## src/design/flic_pkg.sv

```systemverilog
package flic_pkg;

  // Source slots, also the fixed tie-break order (lower wins)
  localparam int NUM_SRC      = 11;
  localparam int SRC_EXT0     = 0;
  localparam int SRC_TMR0     = 1;
  localparam int SRC_EXT1     = 2;
  localparam int SRC_TMR1     = 3;
  localparam int SRC_SERIAL   = 4;
  localparam int SRC_BROWNOUT = 5;
  localparam int SRC_TWOWIRE  = 6;
  localparam int SRC_KEYPAD   = 7;
  localparam int SRC_TMR2     = 8;
  localparam int SRC_WDOG     = 9;
  localparam int SRC_CAPTURE  = 10;

  // Flag positions in the status vector
  localparam int NUM_FLAG     = 13;
  localparam int FLG_EXT0     = 0;
  localparam int FLG_TMR0     = 1;
  localparam int FLG_EXT1     = 2;
  localparam int FLG_TMR1     = 3;
  localparam int FLG_RX       = 4;
  localparam int FLG_TX       = 5;
  localparam int FLG_BROWNOUT = 6;
  localparam int FLG_TWSTATE  = 7;
  localparam int FLG_TWTOUT   = 8;
  localparam int FLG_KEYPAD   = 9;
  localparam int FLG_TMR2     = 10;
  localparam int FLG_WDOG     = 11;
  localparam int FLG_CAPTURE  = 12;

  // Sampled pin positions
  localparam int NUM_KEY      = 8;
  localparam int NUM_PIN      = 11;
  localparam int PIN_EXT0     = 0;
  localparam int PIN_EXT1     = 1;
  localparam int PIN_BROWNOUT = 2;
  localparam int PIN_KEY0     = 3;

  // Priority levels
  localparam int LVL_W        = 2;
  localparam int NUM_LVL      = 4;

  // Reset values
  localparam logic [NUM_PIN-1:0]  PIN_RST   = 11'h7fb;
  localparam logic [NUM_FLAG-1:0] FLAG_RST  = 13'h0000;
  localparam logic [NUM_LVL-1:0]  SVC_RST   = 4'h0;
  localparam logic [15:0]         VEC_RST   = 16'h0000;
  localparam logic                TRIG_EDGE = 1'h1;

  // Vector addresses
  localparam logic [15:0] VEC_EXT0     = 16'h0003;
  localparam logic [15:0] VEC_TMR0     = 16'h000b;
  localparam logic [15:0] VEC_EXT1     = 16'h0013;
  localparam logic [15:0] VEC_TMR1     = 16'h001b;
  localparam logic [15:0] VEC_SERIAL   = 16'h0023;
  localparam logic [15:0] VEC_BROWNOUT = 16'h002b;
  localparam logic [15:0] VEC_TWOWIRE  = 16'h0033;
  localparam logic [15:0] VEC_KEYPAD   = 16'h003b;
  localparam logic [15:0] VEC_TMR2     = 16'h0043;
  localparam logic [15:0] VEC_SPARE0   = 16'h004b;
  localparam logic [15:0] VEC_WDOG     = 16'h0053;
  localparam logic [15:0] VEC_SPARE1   = 16'h005b;
  localparam logic [15:0] VEC_CAPTURE  = 16'h0063;

  typedef logic [3:0] flic_idx_t;

  // Slot to vector; spare slots are never produced
  function automatic logic [15:0] flic_vector(input flic_idx_t idx);
    case (idx)
      4'h0:    flic_vector = VEC_EXT0;
      4'h1:    flic_vector = VEC_TMR0;
      4'h2:    flic_vector = VEC_EXT1;
      4'h3:    flic_vector = VEC_TMR1;
      4'h4:    flic_vector = VEC_SERIAL;
      4'h5:    flic_vector = VEC_BROWNOUT;
      4'h6:    flic_vector = VEC_TWOWIRE;
      4'h7:    flic_vector = VEC_KEYPAD;
      4'h8:    flic_vector = VEC_TMR2;
      4'h9:    flic_vector = VEC_WDOG;
      4'ha:    flic_vector = VEC_CAPTURE;
      default: flic_vector = VEC_RST;
    endcase
  endfunction

endpackage

```

## src/design/flic_res_if.sv

```systemverilog
`timescale 1ns/1ps
// Requests out to the resolver, winner back
interface flic_res_if;
  logic [10:0]     req;        // Enabled pending requests
  logic [21:0]     lvl;        // Two level bits per source
  logic [1:0]      floorLvl;   // Highest level in service
  logic            floorValid; // Any level in service
  logic            hit;        // Winner may preempt
  logic [3:0]      hitIdx;     // Winning slot
  logic [1:0]      hitLvl;     // Winning level
  modport ctl (output req, lvl, floorLvl, floorValid, input hit, hitIdx, hitLvl);
  modport res (input req, lvl, floorLvl, floorValid, output hit, hitIdx, hitLvl);
endinterface

```

## src/design/flic_resolver.sv

```systemverilog
`timescale 1ns/1ps
// Pure combinational arbiter; no state of its own
module flic_resolver (
  flic_res_if.res bus
);

  logic       found;
  logic [1:0] bestLvl;
  logic [3:0] bestIdx;

  // Walk downward so equal levels fall to the lowest slot
  always_comb begin
    found   = 1'b0;
    bestLvl = 2'h0;
    bestIdx = 4'h0;
    for (int i = flic_pkg::NUM_SRC - 1; i >= 0; i--) begin
      if (bus.req[i] && (!found || bus.lvl[2*i +: 2] >= bestLvl)) begin
        found   = 1'b1;
        bestLvl = bus.lvl[2*i +: 2];
        bestIdx = 4'(i);
      end
    end
  end

  // Only a strictly higher level may break into service
  always_comb begin
    bus.hit    = found && (!bus.floorValid || bestLvl > bus.floorLvl);
    bus.hitIdx = bestIdx;
    bus.hitLvl = bestLvl;
  end

endmodule

```

## src/design/flic_sampler.sv

```systemverilog
`timescale 1ns/1ps
// Synchronises pins and samples them once per machine cycle
module flic_sampler (
  input  wire logic        clk,
  input  wire logic        rstSyncB,
  input  wire logic        clkEn,
  input  wire logic        machCycle,
  input  wire logic [10:0] pinIn,
  output logic      [10:0] sampled,
  output logic      [10:0] fall
);

  typedef struct packed {
    logic [10:0] sync1;  // First stage, read only by second
    logic [10:0] sync2;  // Safe copy
    logic [10:0] sample; // Value at last machine cycle
    logic [10:0] fall;   // High-then-low seen, one pulse
  } flic_smp_s;

  flic_smp_s q;
  flic_smp_s d;

  // Sample on machine cycle; compare with the previous sample
  always_comb begin
    d       = q;
    d.sync1 = pinIn;
    d.sync2 = q.sync1;
    d.fall  = 11'h000;
    if (machCycle) begin
      d.sample = q.sync2;
      d.fall   = q.sample & ~q.sync2;
    end
  end

  // Idle-high reset, brownout low, so a pin high at start is no edge
  always_ff @(posedge clk or negedge rstSyncB) begin
    if (!rstSyncB) begin
      q <= '{flic_pkg::PIN_RST, flic_pkg::PIN_RST, flic_pkg::PIN_RST, 11'h000};
    end else if (clkEn) begin
      q <= d;
    end
  end

  assign sampled = q.sample;
  assign fall    = q.fall;

endmodule

```

## src/design/flic_top.sv

```systemverilog
`timescale 1ns/1ps
// What this block does
// - Eleven sources, four levels, global enable
// - External pins selectable edge or level
// - Edge: high sample then low sets
// - Edge flag cleared on vectoring
// - Level flag not cleared; re-requests
// - Timer 0/1 overflow flags, auto-cleared
// - Watchdog flag, gated by its enable
// - Timer 2 flag, never hardware-cleared
// - Serial receive/transmit flags, software cleared
// - Two-wire state flag, needs both enables
// - Enabled keypad press sets keyboard flag
// - Capture flag, own enable, software cleared
// - Brownout needs select, enable, global
// - Vectors 0003 and 000b
// - Vectors 0013 and 001b
// - Vectors 0023 and 002b
// - Vectors 0033 and 003b
// - Timer 2 0043; 004b spare
// - Watchdog 0053; 005b spare
// - Two-wire timeout also requests, software cleared
module flic_top (
  // Clock, reset, stall
  input  wire logic        ref_clk,
  input  wire logic        rst_b,
  input  wire logic        clkEn,
  // Machine-cycle strobe
  input  wire logic        machCycle,
  // External pins, trigger types
  input  wire logic        extIrqPinZero,
  input  wire logic        extIrqPinOne,
  input  wire logic        extZeroTriggerType,
  input  wire logic        extOneTriggerType,
  // Keypad lines, enables
  input  wire logic [7:0]  keypadPins,
  input  wire logic [7:0]  keypadIrqEnable,
  // Brownout, high = supply low
  input  wire logic        brownoutDetect,
  input  wire logic        brownoutIrqSelect,
  // Peripheral event pulses
  input  wire logic        timerZeroOverflow,
  input  wire logic        timerOneOverflow,
  input  wire logic        timerTwoEvent,
  input  wire logic        watchdogTimeout,
  input  wire logic        serialReceiveDone,
  input  wire logic        serialTransmitDone,
  input  wire logic        twowireStatusNew,
  input  wire logic        twowireCounterOverflow,
  input  wire logic        captureEvent,
  // Enables and priorities
  input  wire logic        globalIrqEnable,
  input  wire logic [10:0] srcIrqEnable,
  input  wire logic [10:0] prioLow,
  input  wire logic [10:0] prioHigh,
  // Software clears
  input  wire logic [12:0] flagSwClear,
  // Core handshake
  input  wire logic        irqAck,
  input  wire logic        irqReturn,
  // Offer and status
  output logic             irqReq,
  output logic      [15:0] irqVector,
  output logic      [1:0]  irqLevel,
  output logic      [12:0] irqFlags,
  output logic      [3:0]  inServiceLevels
);

  // Whole controller state in one record
  // Filled whole, registered once
  typedef struct packed {
    logic [12:0] flags; // Request flags
    logic [3:0]  inSvc; // One bit per level in service
    logic        req;   // Request to the core
    logic [15:0] vec;   // Offered vector
    logic [1:0]  lvl;   // Level of the offered source
    logic [3:0]  idx;   // Slot of the offered source
  } flic_top_s;

  flic_top_s   q;
  flic_top_s   d;
  logic [1:0]  rstPipe;  // Reset release stages
  logic        rstSyncB; // Released reset for all logic
  logic [10:0] pinIn;    // Raw pins to the sampler
  logic [10:0] sampled;  // Machine-cycle samples
  logic [10:0] fall;     // Falling-edge pulses
  logic [10:0] rawReq;   // Pending before enables
  logic [12:0] hwClear;  // Clears caused by vectoring
  logic [12:0] setEv;    // Hardware set events
  logic        ackTake;  // Core took the offered vector
  logic [3:0]  svcNext;  // In-service after return
  logic        keyPress; // Any enabled keypad press

  // Link to the resolver
  flic_res_if resBus ();

  // Assert at once, release two edges later
  // Only the pipe sees the raw reset, so
  // no release splits the state in two
  // Not frozen: reset always completes
  always_ff @(posedge ref_clk or negedge rst_b) begin
    if (!rst_b) begin
      rstPipe <= 2'h0;
    end else begin
      rstPipe <= {rstPipe[0], 1'b1};
    end
  end
  // Copy for every other process
  assign rstSyncB = rstPipe[1];

  // Pins from outside pass two flops before use
  // Order: pins, brownout, keys
  assign pinIn = {keypadPins, brownoutDetect, extIrqPinOne, extIrqPinZero};

  // Level samples feed level mode
  // Pin widths must last a machine cycle to be seen
  flic_sampler u_sampler (
    .clk       (ref_clk),
    .rstSyncB  (rstSyncB),
    .clkEn     (clkEn),
    .machCycle (machCycle),
    .pinIn     (pinIn),
    .sampled   (sampled),
    .fall      (fall)
  );

  // Winner pick from current state
  flic_resolver u_resolver (
    .bus (resBus)
  );

  // Keypad presses count only on enabled lines
  // One shared flag; line enables gate
  // the set, the slot enable the request
  assign keyPress = |(fall[flic_pkg::PIN_KEY0 +: flic_pkg::NUM_KEY] & keypadIrqEnable);

  // Collect hardware set events
  // Same-clock pulses need no sync
  // A held level sets every cycle
  always_comb begin
    setEv = 13'h0000;
    // Falling-edge pulses
    setEv[flic_pkg::FLG_EXT0]     = fall[flic_pkg::PIN_EXT0];
    setEv[flic_pkg::FLG_EXT1]     = fall[flic_pkg::PIN_EXT1];
    // Peripheral pulses
    setEv[flic_pkg::FLG_TMR0]     = timerZeroOverflow;
    setEv[flic_pkg::FLG_TMR1]     = timerOneOverflow;
    setEv[flic_pkg::FLG_RX]       = serialReceiveDone;
    setEv[flic_pkg::FLG_TX]       = serialTransmitDone;
    // Set while detector reads high
    setEv[flic_pkg::FLG_BROWNOUT] = sampled[flic_pkg::PIN_BROWNOUT];
    setEv[flic_pkg::FLG_TWSTATE]  = twowireStatusNew;
    setEv[flic_pkg::FLG_TWTOUT]   = twowireCounterOverflow;
    setEv[flic_pkg::FLG_KEYPAD]   = keyPress;
    setEv[flic_pkg::FLG_TMR2]     = timerTwoEvent;
    setEv[flic_pkg::FLG_WDOG]     = watchdogTimeout;
    setEv[flic_pkg::FLG_CAPTURE]  = captureEvent;
  end

  // Offer taken only while a request stands
  // Ack on a dropped offer is ignored
  assign ackTake = irqAck && q.req;

  // Flags that vectoring clears, by source policy
  // Only edge pins and timers 0/1 here
  // Uses the offered slot, not the winner
  always_comb begin
    hwClear = 13'h0000;
    if (ackTake) begin
      case (q.idx)
        // Pin zero, edge only
        4'h0: begin
          hwClear[flic_pkg::FLG_EXT0] = extZeroTriggerType == flic_pkg::TRIG_EDGE;
        end
        // Timer 0
        4'h1: begin
          hwClear[flic_pkg::FLG_TMR0] = 1'b1;
        end
        // Pin one, edge only
        4'h2: begin
          hwClear[flic_pkg::FLG_EXT1] = extOneTriggerType == flic_pkg::TRIG_EDGE;
        end
        // Timer 1
        4'h3: begin
          hwClear[flic_pkg::FLG_TMR1] = 1'b1;
        end
        // Other sources keep their flags for software
        default: begin
          hwClear = 13'h0000;
        end
      endcase
    end
  end

  // Pending per slot before any enable
  // Flags show even while masked
  always_comb begin
    rawReq = 11'h000;
    // Pins, timers: one flag a slot
    rawReq[flic_pkg::SRC_EXT0]     = q.flags[flic_pkg::FLG_EXT0];
    rawReq[flic_pkg::SRC_TMR0]     = q.flags[flic_pkg::FLG_TMR0];
    rawReq[flic_pkg::SRC_EXT1]     = q.flags[flic_pkg::FLG_EXT1];
    rawReq[flic_pkg::SRC_TMR1]     = q.flags[flic_pkg::FLG_TMR1];
    // Receive and transmit share one slot
    rawReq[flic_pkg::SRC_SERIAL]   = q.flags[flic_pkg::FLG_RX] | q.flags[flic_pkg::FLG_TX];
    // Brownout also needs its select bit
    rawReq[flic_pkg::SRC_BROWNOUT] = q.flags[flic_pkg::FLG_BROWNOUT] & brownoutIrqSelect;
    // State or timeout both request the two-wire slot
    rawReq[flic_pkg::SRC_TWOWIRE]  = q.flags[flic_pkg::FLG_TWSTATE] |
                                     q.flags[flic_pkg::FLG_TWTOUT];
    rawReq[flic_pkg::SRC_KEYPAD]   = q.flags[flic_pkg::FLG_KEYPAD];
    rawReq[flic_pkg::SRC_TMR2]     = q.flags[flic_pkg::FLG_TMR2];
    rawReq[flic_pkg::SRC_WDOG]     = q.flags[flic_pkg::FLG_WDOG];
    rawReq[flic_pkg::SRC_CAPTURE]  = q.flags[flic_pkg::FLG_CAPTURE];
  end

  // Global low withdraws all offers
  // Masks act on requests, not flags
  // Per-source enables and global gate
  assign resBus.req = rawReq & srcIrqEnable & {11{globalIrqEnable}};

  // Two priority bits per source give four levels
  // Level 3 is the highest
  generate
    for (genvar s = 0; s < flic_pkg::NUM_SRC; s++) begin : g_lvl
      assign resBus.lvl[2*s +: 2] = {prioHigh[s], prioLow[s]};
    end
  endgenerate

  // Highest level now in service; lower ones wait
  // Levels nest; top bit is the floor
  always_comb begin
    resBus.floorValid = |q.inSvc;
    resBus.floorLvl   = 2'h0;
    for (int l = 0; l < flic_pkg::NUM_LVL; l++) begin
      if (q.inSvc[l]) begin
        resBus.floorLvl = 2'(l);
      end
    end
  end

  // Return ends the highest active level only
  // Nothing in service: no change
  // Lower levels stay open
  always_comb begin
    svcNext = q.inSvc;
    if (irqReturn && resBus.floorValid) begin
      svcNext[resBus.floorLvl] = 1'b0;
    end
  end

  // Next-state for flags, service stack and offer
  // Return clears first, then ack sets
  always_comb begin
    d = q;
    // A set in the same cycle as a clear wins
    d.flags = (q.flags & ~flagSwClear & ~hwClear) | setEv;
    // Level mode mirrors the pin; vectoring cannot clear it
    if (extZeroTriggerType != flic_pkg::TRIG_EDGE) begin
      d.flags[flic_pkg::FLG_EXT0] = ~sampled[flic_pkg::PIN_EXT0];
    end
    if (extOneTriggerType != flic_pkg::TRIG_EDGE) begin
      d.flags[flic_pkg::FLG_EXT1] = ~sampled[flic_pkg::PIN_EXT1];
    end
    d.inSvc = svcNext;
    // Entered level goes in service
    if (ackTake) begin
      d.inSvc[q.lvl] = 1'b1;
    end
    // Drop the offer for one cycle after a take so stale flags settle
    d.req = resBus.hit && !ackTake;
    // Vector, level track the winner
    if (resBus.hit) begin
      d.idx = resBus.hitIdx;
      d.lvl = resBus.hitLvl;
      d.vec = flic_pkg::flic_vector(resBus.hitIdx);
    end
  end

  // One register stage for all controller state
  // Stall freezes all; pulses lost
  always_ff @(posedge ref_clk or negedge rstSyncB) begin
    if (!rstSyncB) begin
      q <= '{flic_pkg::FLAG_RST, flic_pkg::SVC_RST, 1'b0, flic_pkg::VEC_RST, 2'h0, 4'h0};
    end else if (clkEn) begin
      q <= d;
    end
  end

  // Outputs straight from the state register
  // Vector, level valid with irqReq
  // Flags and levels readable always
  assign irqReq          = q.req;
  assign irqVector       = q.vec;
  assign irqLevel        = q.lvl;
  assign irqFlags        = q.flags;
  assign inServiceLevels = q.inSvc;

endmodule

```

## config.mk

```make
export PLATFORM = sky130hd
export DESIGN_NAME = flic_top
export DESIGN_NICKNAME = d
export VERILOG_FILES = /design/src/design/flic_pkg.sv /design/src/design/flic_res_if.sv /design/src/design/flic_resolver.sv /design/src/design/flic_sampler.sv /design/src/design/flic_top.sv
export SDC_FILE = /design/constraint.sdc
export NUM_CORES = 1
export LEC_CHECK = 0
export BUFFER_PORTS_ARGS = -buffer_cell sky130_fd_sc_hd__buf_2
export CELL_PAD_IN_SITES_DETAIL_PLACEMENT = 1
export CELL_PAD_IN_SITES_GLOBAL_PLACEMENT = 1
export CORE_MARGIN = 2
export CORE_UTILIZATION = 43
export CTS_CLUSTER_DIAMETER = 200
export CTS_CLUSTER_SIZE = 8
export DETAILED_ROUTE_END_ITERATION = 8
export GPL_TIMING_DRIVEN = 0
export PLACE_DENSITY = 0.91
export SLEW_MARGIN = 5
export SYNTH_ARGS = -nofsm -noshare
export SYNTH_HDL_FRONTEND = slang
export SYNTH_SLANG_ARGS = --single-unit
```

## constraint.sdc

```tcl
create_clock -name ref_clk -period 6.54 [get_ports ref_clk]
set_clock_uncertainty 0.2 [all_clocks]
set_input_delay 1.962 -clock ref_clk [delete_from_list [all_inputs] [get_ports ref_clk]]
set_output_delay 1.962 -clock ref_clk [all_outputs]
set_load 0.005 [all_outputs]
```

# ---- After elaboration in Yosys (flattened, before gate mapping)
# Memory sizes are Yosys's and may differ from the RTL's. A register that Yosys moved wholly into a read port is not among the register bits.
# Index checks and enable logic that the tools add are counted.
dict set report totals {
  ff_bits 86
  latch_bits 0
  mem_bits_rw 0
  mem_bits_ro 96
  inputBits 84
  output_inout_bits 36
  word_cells 143
  mem_count 1
}
dict set report classes {
  addsub 0
  mul 0
  div 0
  order_cmp 15
  eq_ne 3
  shifts 0
  n_mux 50
  bitwise_logic 18
  n_reduce_logical 45
}
# name depth word_bits rd rd_ports_with_merged_regs wr line
set memory_table {}
lappend memory_table {{(name not given)} 16 6 1 1 0 flic_pkg.sv:71} ;# case (idx)
# operator count
set ops {}
lappend ops {{$mux W4} 14}
lappend ops {{$and A11 B11 Y11} 3}
lappend ops {{$and A13 B13 Y13} 2}
lappend ops {{$mux W2} 13}
lappend ops {{$not A13 Y13} 2}
lappend ops {{$ge A2 B2 Y1} 10}
lappend ops {{$mux W1} 20}
lappend ops {{$logic_and A1 B1 Y1} 16}
lappend ops {{$logic_not A1 Y1} 13}
lappend ops {{$or A13 B13 Y13} 1}
lappend ops {{$logic_or A1 B1 Y1} 11}
lappend ops {{$mux W11} 1}
lappend ops {{$not A11 Y11} 1}
lappend ops {{$and A8 B8 Y8} 1}
lappend ops {{$eq A4 B2 Y1 const B} 2}
lappend ops {{$reduce_or A8 Y1} 1}
lappend ops {{$lt A2 B3 Y1 const B} 2}
lappend ops {{$and A4 B4 Y4} 1}
lappend ops {{$demux W1 S2} 2}
lappend ops {{$eq A4 B1 Y1 const B} 1}
lappend ops {{$ge A2 B1 Y1 const B} 2}
lappend ops {{$logic_not A4 Y1} 1}
lappend ops {{$not A4 Y4} 1}
lappend ops {{$or A4 B4 Y4} 1}
lappend ops {{other kinds (6)} 9}

# ---- Logic depth before layout (Yosys ltp)
# Gate-level depths: netlist of run 1.
dict set report logic_depth {
  word_depth 48
  depth_mapped 72
  ltp_nobuf 69
}

# ---- Modules after synthesis
# From an unflattened synthesis of run 1, not the netlist that was laid out.
dict set report hier_totals {
  hier_cells 492
  hier_area_um2 4864.7
}
# module n_inst cells_per_inst area_per_inst_um2 seq_area_each_um2
set by_module_without_submodules {}
lappend by_module_without_submodules {flic_sampler 1 140 1955.6 1138.6}
lappend by_module_without_submodules {flic_top 1 180 1750.4 775.7}
lappend by_module_without_submodules {flic_resolver 1 172 1158.6 0.0}

# ---- Worst setup path after synthesis of run 1
# Ideal clock, no wire load.
dict set report synth_timing {
  path_kind {input-to-reg}
  startpoint {in globalIrqEnable}
  endpoint {reg irqVector[5] (netlist name)}
  setup_time_ns 0.136
  t_arrival_ns 14.818
  required_time_ns 6.204
  path_slack_ns -8.614
  cell_stages 68
  n_path_buf 4
  path_cell_list {clkbuf_1 and4_1 ha_1 nand2b_1 a211oi_1 o41ai_1 ha_1 nand2b_1 a221o_1 and2_1 clkbuf_1 nor2_1 a21oi_1 ha_1 nand2b_1 a211o_1 a32oi_1 o21ai_0 [... 32 more ...] a21oi_1 a21oi_1 nor3_1 a21oi_1 o31ai_1 ha_1 nand2b_1 a21oi_1 a21oi_1 mux2_2 ha_1 nor2b_1 o21ai_0 o21ai_0 nand3_1 clkbuf_1 clkbuf_1 o21ai_0}
}
dict set report synth_via {
  elab_chain_len 46
  elab_cells_between_ends 78
  classes_between {order compare: 11; mux: 33; bitwise: 1; reduce/logical: 33}
}
# element line
set synth_lines {}
lappend synth_lines {{from (decl)} flic_top.sv:52} ;# input wire logic globalIrqEnable,
lappend synth_lines {{$and A11 B11 Y11 (*)} flic_top.sv:220} ;# assign resBus.req = rawReq & srcIrqEnable & {11{globalIrqEnable}};
lappend synth_lines {{$mux W2 / $mux W1 (equally long branches)} flic_resolver.sv:17} ;# if (bus.req[i] && (!found || bus.lvl[2*i +: 2] >= bestLvl)) begin
lappend synth_lines {{$ge A2 B2 Y1 / $logic_not A1 Y1 (equally long branches)} flic_resolver.sv:17}
lappend synth_lines {{$logic_or A1 B1 Y1} flic_resolver.sv:17}
lappend synth_lines {{$logic_and A1 B1 Y1} flic_resolver.sv:17}
lappend synth_lines {{$mux W2 / $mux W1 (equally long branches)} flic_resolver.sv:17}
lappend synth_lines {{$ge A2 B2 Y1 / $logic_not A1 Y1 (equally long branches)} flic_resolver.sv:17}
lappend synth_lines {{$logic_or A1 B1 Y1} flic_resolver.sv:17}
lappend synth_lines {{[... 31 more ...]} -}
lappend synth_lines {{$logic_or A1 B1 Y1} flic_resolver.sv:17}
lappend synth_lines {{$logic_and A1 B1 Y1} flic_resolver.sv:17}
lappend synth_lines {{$mux W2 (*)} flic_resolver.sv:17}
lappend synth_lines {{via resBus.hitLvl[1]} flic_res_if.sv:10} ;# logic [1:0] hitLvl;
lappend synth_lines {{$gt A2 B2 Y1 (*)} flic_resolver.sv:27} ;# bus.hit = found && (!bus.floorValid || bestLvl > bus.floorLvl);
lappend synth_lines {{$logic_or A1 B1 Y1 (*)} flic_resolver.sv:27}
lappend synth_lines {{$logic_and A1 B1 Y1 (*)} flic_resolver.sv:27}
lappend synth_lines {{$reduce_and A2 Y1 (no line) (*)} -}
# Mark *: on every way through the listed nets, which the timed path passes. The rest lies on a longest branch.
# A chain may end at the register's enable or synchronous reset.

# ---- Worst setup path in the final report of run 1
dict set report layout_timing {
  startpoint {in globalIrqEnable}
  endpoint {reg q (netlist bit irqLevel[0])}
}
dict set report layout_via {
  elab_chain_len 46
  elab_cells_between_ends 67
  classes_between {order compare: 11; mux: 22; bitwise: 1; reduce/logical: 33}
}
# element line
set layout_lines {}
lappend layout_lines {{$and A11 B11 Y11 (*)} flic_top.sv:220}
lappend layout_lines {{$mux W2 / $mux W1 (equally long branches)} flic_resolver.sv:17}
lappend layout_lines {{$ge A2 B2 Y1 / $logic_not A1 Y1 (equally long branches)} flic_resolver.sv:17}
lappend layout_lines {{$logic_or A1 B1 Y1} flic_resolver.sv:17}
lappend layout_lines {{$logic_and A1 B1 Y1} flic_resolver.sv:17}
lappend layout_lines {{$mux W2 / $mux W1 (equally long branches)} flic_resolver.sv:17}
lappend layout_lines {{$ge A2 B2 Y1 / $logic_not A1 Y1 (equally long branches)} flic_resolver.sv:17}
lappend layout_lines {{$logic_or A1 B1 Y1} flic_resolver.sv:17}
lappend layout_lines {{[... 30 more ...]} -}
lappend layout_lines {{$ge A2 B2 Y1 / $logic_not A1 Y1 (equally long branches)} flic_resolver.sv:17}
lappend layout_lines {{$logic_or A1 B1 Y1} flic_resolver.sv:17}
lappend layout_lines {{$logic_and A1 B1 Y1} flic_resolver.sv:17}
lappend layout_lines {{$mux W2} flic_resolver.sv:17}
lappend layout_lines {{$gt A2 B2 Y1} flic_resolver.sv:27}
lappend layout_lines {{$logic_or A1 B1 Y1} flic_resolver.sv:27}
lappend layout_lines {{$logic_and A1 B1 Y1} flic_resolver.sv:27}
lappend layout_lines {{$reduce_and A2 Y1 (no line)} -}
lappend layout_lines {{to (signal assigned)} flic_top.sv:284} ;# q <= '{flic_pkg::FLAG_RST, flic_pkg::SVC_RST, 1'b0, flic_pkg::VEC_RST, 2'h0, 4'h0};
lappend layout_lines {{to (decl)} flic_top.sv:80} ;# flic_top_s q;
# Mark *: on every way between the ends. The rest lies on a longest branch, timed or not.

==> results.sh, run 1 <==
export IMPL_num_vias=4850
export IMPL_cp_data_arrival_time_ns=15.65
export IMPL_status="finished, violations left"
export IMPL_clock_sinks=74
export IMPL_clockPowerShare_pct=19.9
export IMPL_io_buffers=107
export IMPL_synth_xor_xnor_area_share_pct=0
export IMPL_power_ir_vdd_worst_uv=176
export IMPL_die_area_sq_um=11200
export IMPL_flow_area_growth_from_synthesis_pct=51.7
export IMPL_report_final_hold_viol_count=0
export IMPL_worst_path_buf_inv=5
export IMPL_timing_max_transition_violations_final=0
export IMPL_critPathRequiredTime_ns=6.64
export IMPL_ant_nets=0
export IMPL_cpPeakStageDelay_ns=0.41
export IMPL_drive_above_1_share_pct=59.3
export IMPL_top_ff_cell_synth="sky130_fd_sc_hd__dfrtp_1"
export IMPL_grt_antenna_before_repair=2
export IMPL_synth_mux_area_share_pct=10.2
export IMPL_final_nets=772
export IMPL_regArea_sq_um=1890
export IMPL_worst_setup_path_type="input port to flop"
export IMPL_layout_cells_most_common="sky130_fd_sc_hd__buf_4"
export IMPL_cts_tree="built"
export IMPL_initial_utilization_pct=43.8
export IMPL_vias_in_the_first_global_route=5136
export IMPL_timing_fmax_mhz=64.3
export IMPL_min_period_over_period_pct=238
export IMPL_cts_htree_levels=3
export IMPL_yosysWarnings=0
export IMPL_final_design_area_no_fill_sq_um=6770
export IMPL_synth_adder_area_share_pct=5.61
export IMPL_synth_top_family_by_area="compound AO/OA/AOI/OAI gates"
export IMPL_max_cap_viol_count=0
export IMPL_fraction_of_the_mapped_netlist_area_in_compound_gates_pct=17.4
export IMPL_total_leakage_power_nw=3.18
export IMPL_timing_critical_path_max_delay_family="compound AO/OA/AOI/OAI gates"
export IMPL_power_per_cell_area_nw_per_um2=282
export IMPL_p_int_mw=1.21
export IMPL_post_synth_and_or_nand_nor_area_fraction_pct=14.3
export IMPL_post_dp_cell_area_sq_um=5460
export IMPL_grt_total_usage_pct=31.8
export IMPL_grt_pass1_wl_um=27300
export IMPL_power_sequential_fraction_pct=35.2
export IMPL_postSynth_asyncResetShare_pct=100
export IMPL_final_cell_mix="sky130_fd_sc_hd__buf_4, sky130_fd_sc_hd__buf_2, sky130_fd_sc_hd__dfrtp_1"
export IMPL_synth_yosys_seq_area_share_pct=42.3
export IMPL_design_portCount=120
export IMPL_globalplace_congestion=0.884
export IMPL_power_switching_share_pct=36.7
export IMPL_grt_max_degree=67
export IMPL_multi_input_area_sq_um=2690
export IMPL_ys_ff_latch=74
export IMPL_filler_cell_count=1112
export IMPL_pre_cts_ws_ns=-9.38
export IMPL_synth_cell_type_count=52
export IMPL_drt_iter0_drc=403
export IMPL_clk_insertion_delay_late_ns=0.37
export IMPL_failed_checks="setup timing"
export IMPL_grt_overflow_total=0
export IMPL_row_count=37
export IMPL_rsz0062_at_grt="yes"
export IMPL_tritoncts_num_buffers=9
export IMPL_timing_critical_path_from_type="input port"
export IMPL_critical_path_slowest_cell="sky130_fd_sc_hd__a221o_1"
export IMPL_worst_slew_pin_transition_ns=1.14
export IMPL_min_delay_path_class="flop to async pin"
export IMPL_synthCells=444
export IMPL_finalSetupViolations=12
export IMPL_design_core_area_sq_um=10200
export IMPL_dieWidth_um=106
export IMPL_post_synth_instance_area_sq_um=4460
export IMPL_syn_avg_cell_area_sq_um=10.1
export IMPL_cts_buffer_depth=2
export IMPL_die_h_um=106
export IMPL_dp_final_hpwl_um=10300
export IMPL_detail_route_drc_violations=0
export IMPL_slew_headroom_pct=24.0
export IMPL_crit_path_max_fanout=7
export IMPL_drt_pass1_iterations=7
export IMPL_cts_hold_buffers_added=0
export IMPL_drt_total_wl_um=21500
export IMPL_route_detailed_vias_per_inst=5.99
export IMPL_end_kind="flop"
export IMPL_cts_root_buffer_cell="sky130_fd_sc_hd__clkbuf_8"
export IMPL_combPwrFrac_pct=44.9
export IMPL_path_clk_slew_ns=0.08
export IMPL_fin_ws_ns=-9.01
export IMPL_routedWlPerCell_um=26.5
export IMPL_layout_min_cycle_time_ns=15.55
export IMPL_switching_power_uw=700
export IMPL_synth_edff_count=0
-- logic make-up after synthesis --
family | count (synthesis)
and+or+nand+nor | 117
AOI/OAI and AO/OA | 106
buffers and inverters | 84
DFF | 74
muxes | 41
adders and majority gates | 20
other | 2
-- timing repair --
| action | in CTS | in global routing |
|---|---|---|
| buffers inserted | 78 | 18 |
| gates cloned | 1 | 0 |
| resized for setup | 29 | 46 |
| pin swaps | 26 | 40 |
| setup endpoints to repair | 12 | 12 |
-- final cells by class --
class                           count  share of cell area [%]
Multi-Input combinational cell    295                    39.8
Tap cell                          136                    2.51
Timing Repair Buffer              205                    19.5
Clock buffer                       12                    2.29
Antenna cell                        1                  0.0370
Inverter                           35                    1.94
Sequential cell                    74                    28.0
Buffer                             48                    5.23
Clock inverter                      4                   0.739
-- power groups by stage --
stage	logic [mW]	clock network, mW	registers [mW]
6_report	0.857	0.380	0.671
5_1_grt	0.900	0.399	0.677
2_1_floorplan	0.392	0	0.632
3_3_place_gp	0.507	0	0.658
4_1_cts	0.673	0.373	0.656
3_5_place_dp	0.550	0	0.662
-- path summary, 6_finish.rpt --
kind / start / endpoint / slack [ns] / cells after the start
setup reg to reg: irqFlags[12] / irqLevel[0] / -7.80 / 68
hold reg to reg: rstPipe[1] / u_sampler.d[29] / 0.14 / 0
setup / recovery: globalIrqEnable / irqLevel[0] / -9.01 / 70
hold / removal: rstPipe[1] / u_sampler.d[29] / 0.14 / 0
max in group asynchronous: rst_b / rstPipe[1] / 4.86 / 1
min in group ref_clk: rstPipe[0] / rstPipe[1] / 0.16 / 0
-- per-layer routing --
| layer | GRT usage [%] | vias to the layer above | share of wire (%) |
|---|---|---|---|
| li1 | - | 2010 | - |
| met1 | 34.9 | 2409 | 37 |
| met2 | 57.3 | 313 | 50 |
| met3 | 7.11 | 116 | 7.7 |
| met4 | 16.4 | 2 | 5.6 |
| met5 | 0 | - | 0.061 |
-- Yosys cell counts, drive strengths merged (2+ instances only) --
cell    count  share of area (%)
a41oi       2               0.81
nand4b      7                1.4
dfstp      30                 18
a41o        2               0.45
nand2      37                3.1
a22o       14                2.7
and2        5               0.70
or3         3               0.42
a21oi      12                1.3
o211ai      4               0.67
nand2b     15                2.1
clkbuf     14                1.2
a211oi      2               0.34
nor3b       5               0.84
o41ai       4               0.78
buf        35                5.9
a21o        4               0.67
nand3       9                1.1
mux2i       4               0.90
o22ai       2               0.28
conb        2               0.17
a221o       3               0.67
o31ai       6                1.0
mux2       37                9.3
nor2       14                1.2
a22oi       7                1.2
o21ai      30                3.4
nor3        3               0.34
ha         20                5.6
o32ai       3               0.59
nand4       5               0.70
dfrtp      44                 25
and3        4               0.56
nand3b      5               0.84
inv        35                2.9
a31oi       4               0.70
-- registers in the layout (all words and copies together), names as in the netlist --
name / cells
inServiceLevels: 4
irqFlags: 13
irqLevel: 2
irqReq: 1
irqVector: 5
q: 4
rstPipe: 2
u_sampler.d: 11
u_sampler.fall: 10
u_sampler.q: 11
u_sampler.sampled: 11
-- stage by stage --
| stage | total power [mW] | instances | setup TNS, ns | utilization, % | hold slack [ns] |
|---|---|---|---|---|---|
| detailed placement | 1.21 | 697 | -111.40 | 53.6 | 0.139 |
| finish | 1.91 | 810 | -106.14 | 66.5 | 0.138 |
| floorplan | 1.02 | 453 | -91.02 | - | 0.131 |
| CTS | 1.70 | 791 | -91.91 | 62.8 | 0.146 |
| global placement | 1.16 | 696 | -106.87 | 53.3 | 0.139 |
| global route | 1.98 | 810 | -109.08 | 66.5 | 0.166 |
(Power assumes the default switching activity.)
==> run 2, diff against run 1 <==
Settings changed: ABC_CLOCK_PERIOD_IN_PS from default to 6540, PLACE_DENSITY 0.91 to 0.84.
==> results.sh, run 2 (synthesis results as in run 1) <==
export IMPL_max_cap_viol_count=0
export IMPL_power_ir_vdd_worst_uv=198
export IMPL_vias_in_the_first_global_route=4595
export IMPL_critical_path_slowest_cell="sky130_fd_sc_hd__a221o_1"
export IMPL_ant_nets=0
export IMPL_total_leakage_power_nw=3.03
export IMPL_fin_ws_ns=-8.74
export IMPL_timing_max_transition_violations_final=0
export IMPL_flow_area_growth_from_synthesis_pct=44.6
export IMPL_power_per_cell_area_nw_per_um2=277
export IMPL_cpPeakStageDelay_ns=0.41
export IMPL_dp_final_hpwl_um=9740
export IMPL_row_count=37
export IMPL_critPathRequiredTime_ns=6.59
export IMPL_worst_path_buf_inv=6
export IMPL_clock_sinks=74
export IMPL_cts_htree_levels=3
export IMPL_final_design_area_no_fill_sq_um=6450
export IMPL_die_h_um=106
export IMPL_routedWlPerCell_um=23.5
export IMPL_design_portCount=120
export IMPL_detail_route_drc_violations=0
export IMPL_final_nets=741
export IMPL_status="finished, violations left"
export IMPL_cts_tree="built"
export IMPL_timing_critical_path_max_delay_family="compound AO/OA/AOI/OAI gates"
export IMPL_cts_buffer_depth=2
export IMPL_grt_max_degree=69
export IMPL_grt_total_usage_pct=27.5
export IMPL_grt_overflow_total=0
export IMPL_num_vias=4548
export IMPL_drt_iter0_drc=288
export IMPL_largest_register_ffs=13
export IMPL_grt_antenna_before_repair=3
export IMPL_layout_min_cycle_time_ns=15.28
export IMPL_regArea_sq_um=1890
export IMPL_die_area_sq_um=11200
export IMPL_initial_utilization_pct=43.8
export IMPL_clk_insertion_delay_late_ns=0.35
export IMPL_post_dp_cell_area_sq_um=5460
export IMPL_drive_above_1_share_pct=55.5
export IMPL_grt_pass1_wl_um=24000
export IMPL_path_clk_slew_ns=0.08
export IMPL_cp_data_arrival_time_ns=15.33
export IMPL_route_detailed_vias_per_inst=5.82
export IMPL_failed_checks="setup timing"
export IMPL_slew_headroom_pct=13.7
export IMPL_min_delay_path_class="flop to async pin"
export IMPL_drt_total_wl_um=18400
export IMPL_timing_critical_path_from_type="input port"
export IMPL_finalSetupViolations=12
export IMPL_pre_cts_ws_ns=-9.42
export IMPL_worst_slew_pin_transition_ns=1.29
export IMPL_io_buffers=107
export IMPL_tritoncts_num_buffers=9
export IMPL_worst_setup_path_type="input port to flop"
export IMPL_rsz0062_at_grt="yes"
export IMPL_layout_cells_most_common="sky130_fd_sc_hd__buf_2"
export IMPL_report_final_hold_viol_count=0
export IMPL_timing_fmax_mhz=65.5
export IMPL_globalplace_congestion=0.823
export IMPL_drt_pass1_iterations=5
export IMPL_crit_path_max_fanout=6
export IMPL_design_core_area_sq_um=10200
export IMPL_final_instance_count_excl_fill=781
export IMPL_dieWidth_um=106
export IMPL_cts_root_buffer_cell="sky130_fd_sc_hd__clkbuf_8"
export IMPL_filler_cell_count=1159
export IMPL_finalCoreUtilization_pct=63.4
export IMPL_dp_cells=697
export IMPL_multi_input_area_sq_um=2600
export IMPL_end_kind="flop"
export IMPL_final_cell_mix="sky130_fd_sc_hd__buf_2, sky130_fd_sc_hd__buf_4, sky130_fd_sc_hd__dfrtp_1"
export IMPL_min_period_over_period_pct=234
## run 2: power breakdown
group	internal, mW	switching (mW)	total [mW]	leakage, nW
clock network	0.184	0.183	0.367	0.104
logic	0.389	0.368	0.757	2.06
registers	0.571	0.0917	0.663	0.863
total	1.14	0.643	1.79	3.03
## run 2: metrics by stage
stage	hold slack [ns]	total power, mW	TNS [ns]
final	0.145	1.79	-103.74
after global routing	0.171	1.87	-108.68
after CTS	0.167	1.66	-91.37
after detailed placement	-0.0730	1.21	-112.12
after global placement	0.136	1.17	-106.68
after floorplan	0.131	1.02	-91.02
## run 2: routing by layer
metal | up-vias | wire [um] | GRT usage (%)
met4 | 0 | 1020 | 10.5
met2 | 229 | 9760 | 50.7
met5 | - | 0 | 0
met3 | 81 | 1040 | 4.02
met1 | 2291 | 6560 | 31.9
li1 | 1947 | - | -
## run 2: worst register-to-register path: cells and delay by family, from the launching register on
family                   cells  cell delay, ns
AO/OA/AOI/OAI               32            5.64
adder cells (fa/ha/maj)     11            3.07
buffers and inverters        4            0.57
flip-flops                   1            0.47
multiplexers                 4            1.30
AND/OR/NAND/NOR             17            2.65
## run 2: path summary, 6_finish.rpt
path	startpoint	end	slack, ns	cells past startpoint
max	globalIrqEnable	irqLevel[0]	-8.74	70
min	rstPipe[1]	inServiceLevels[0]	0.14	1
max reg2reg	irqFlags[12]	irqLevel[0]	-7.48	68
min reg2reg	rstPipe[1]	inServiceLevels[0]	0.14	1
max in group asynchronous	rst_b	rstPipe[1]	4.86	1
min in group ref_clk	rstPipe[0]	rstPipe[1]	0.16	0
## run 2: final cells by class
cell class                      count  share of cell area, %
Antenna cell                        3                  0.116
Buffer                             48                   5.49
Clock buffer                       13                   2.81
Clock inverter                      3                  0.291
Inverter                           35                   2.04
Multi-Input combinational cell    295                   40.3
Sequential cell                    74                   29.3
Tap cell                          136                   2.64
Timing Repair Buffer              174                   17.0
## run 2: repair_timing
action | in CTS | in global routing
gates cloned | 1 | 0
endpoints found under the setup margin | 12 | 12
resized for setup | 34 | 25
hold buffers | 1 | 0
pin swaps | 32 | 29
endpoints found under the hold margin | 4 | 0
buffers inserted | 50 | 14
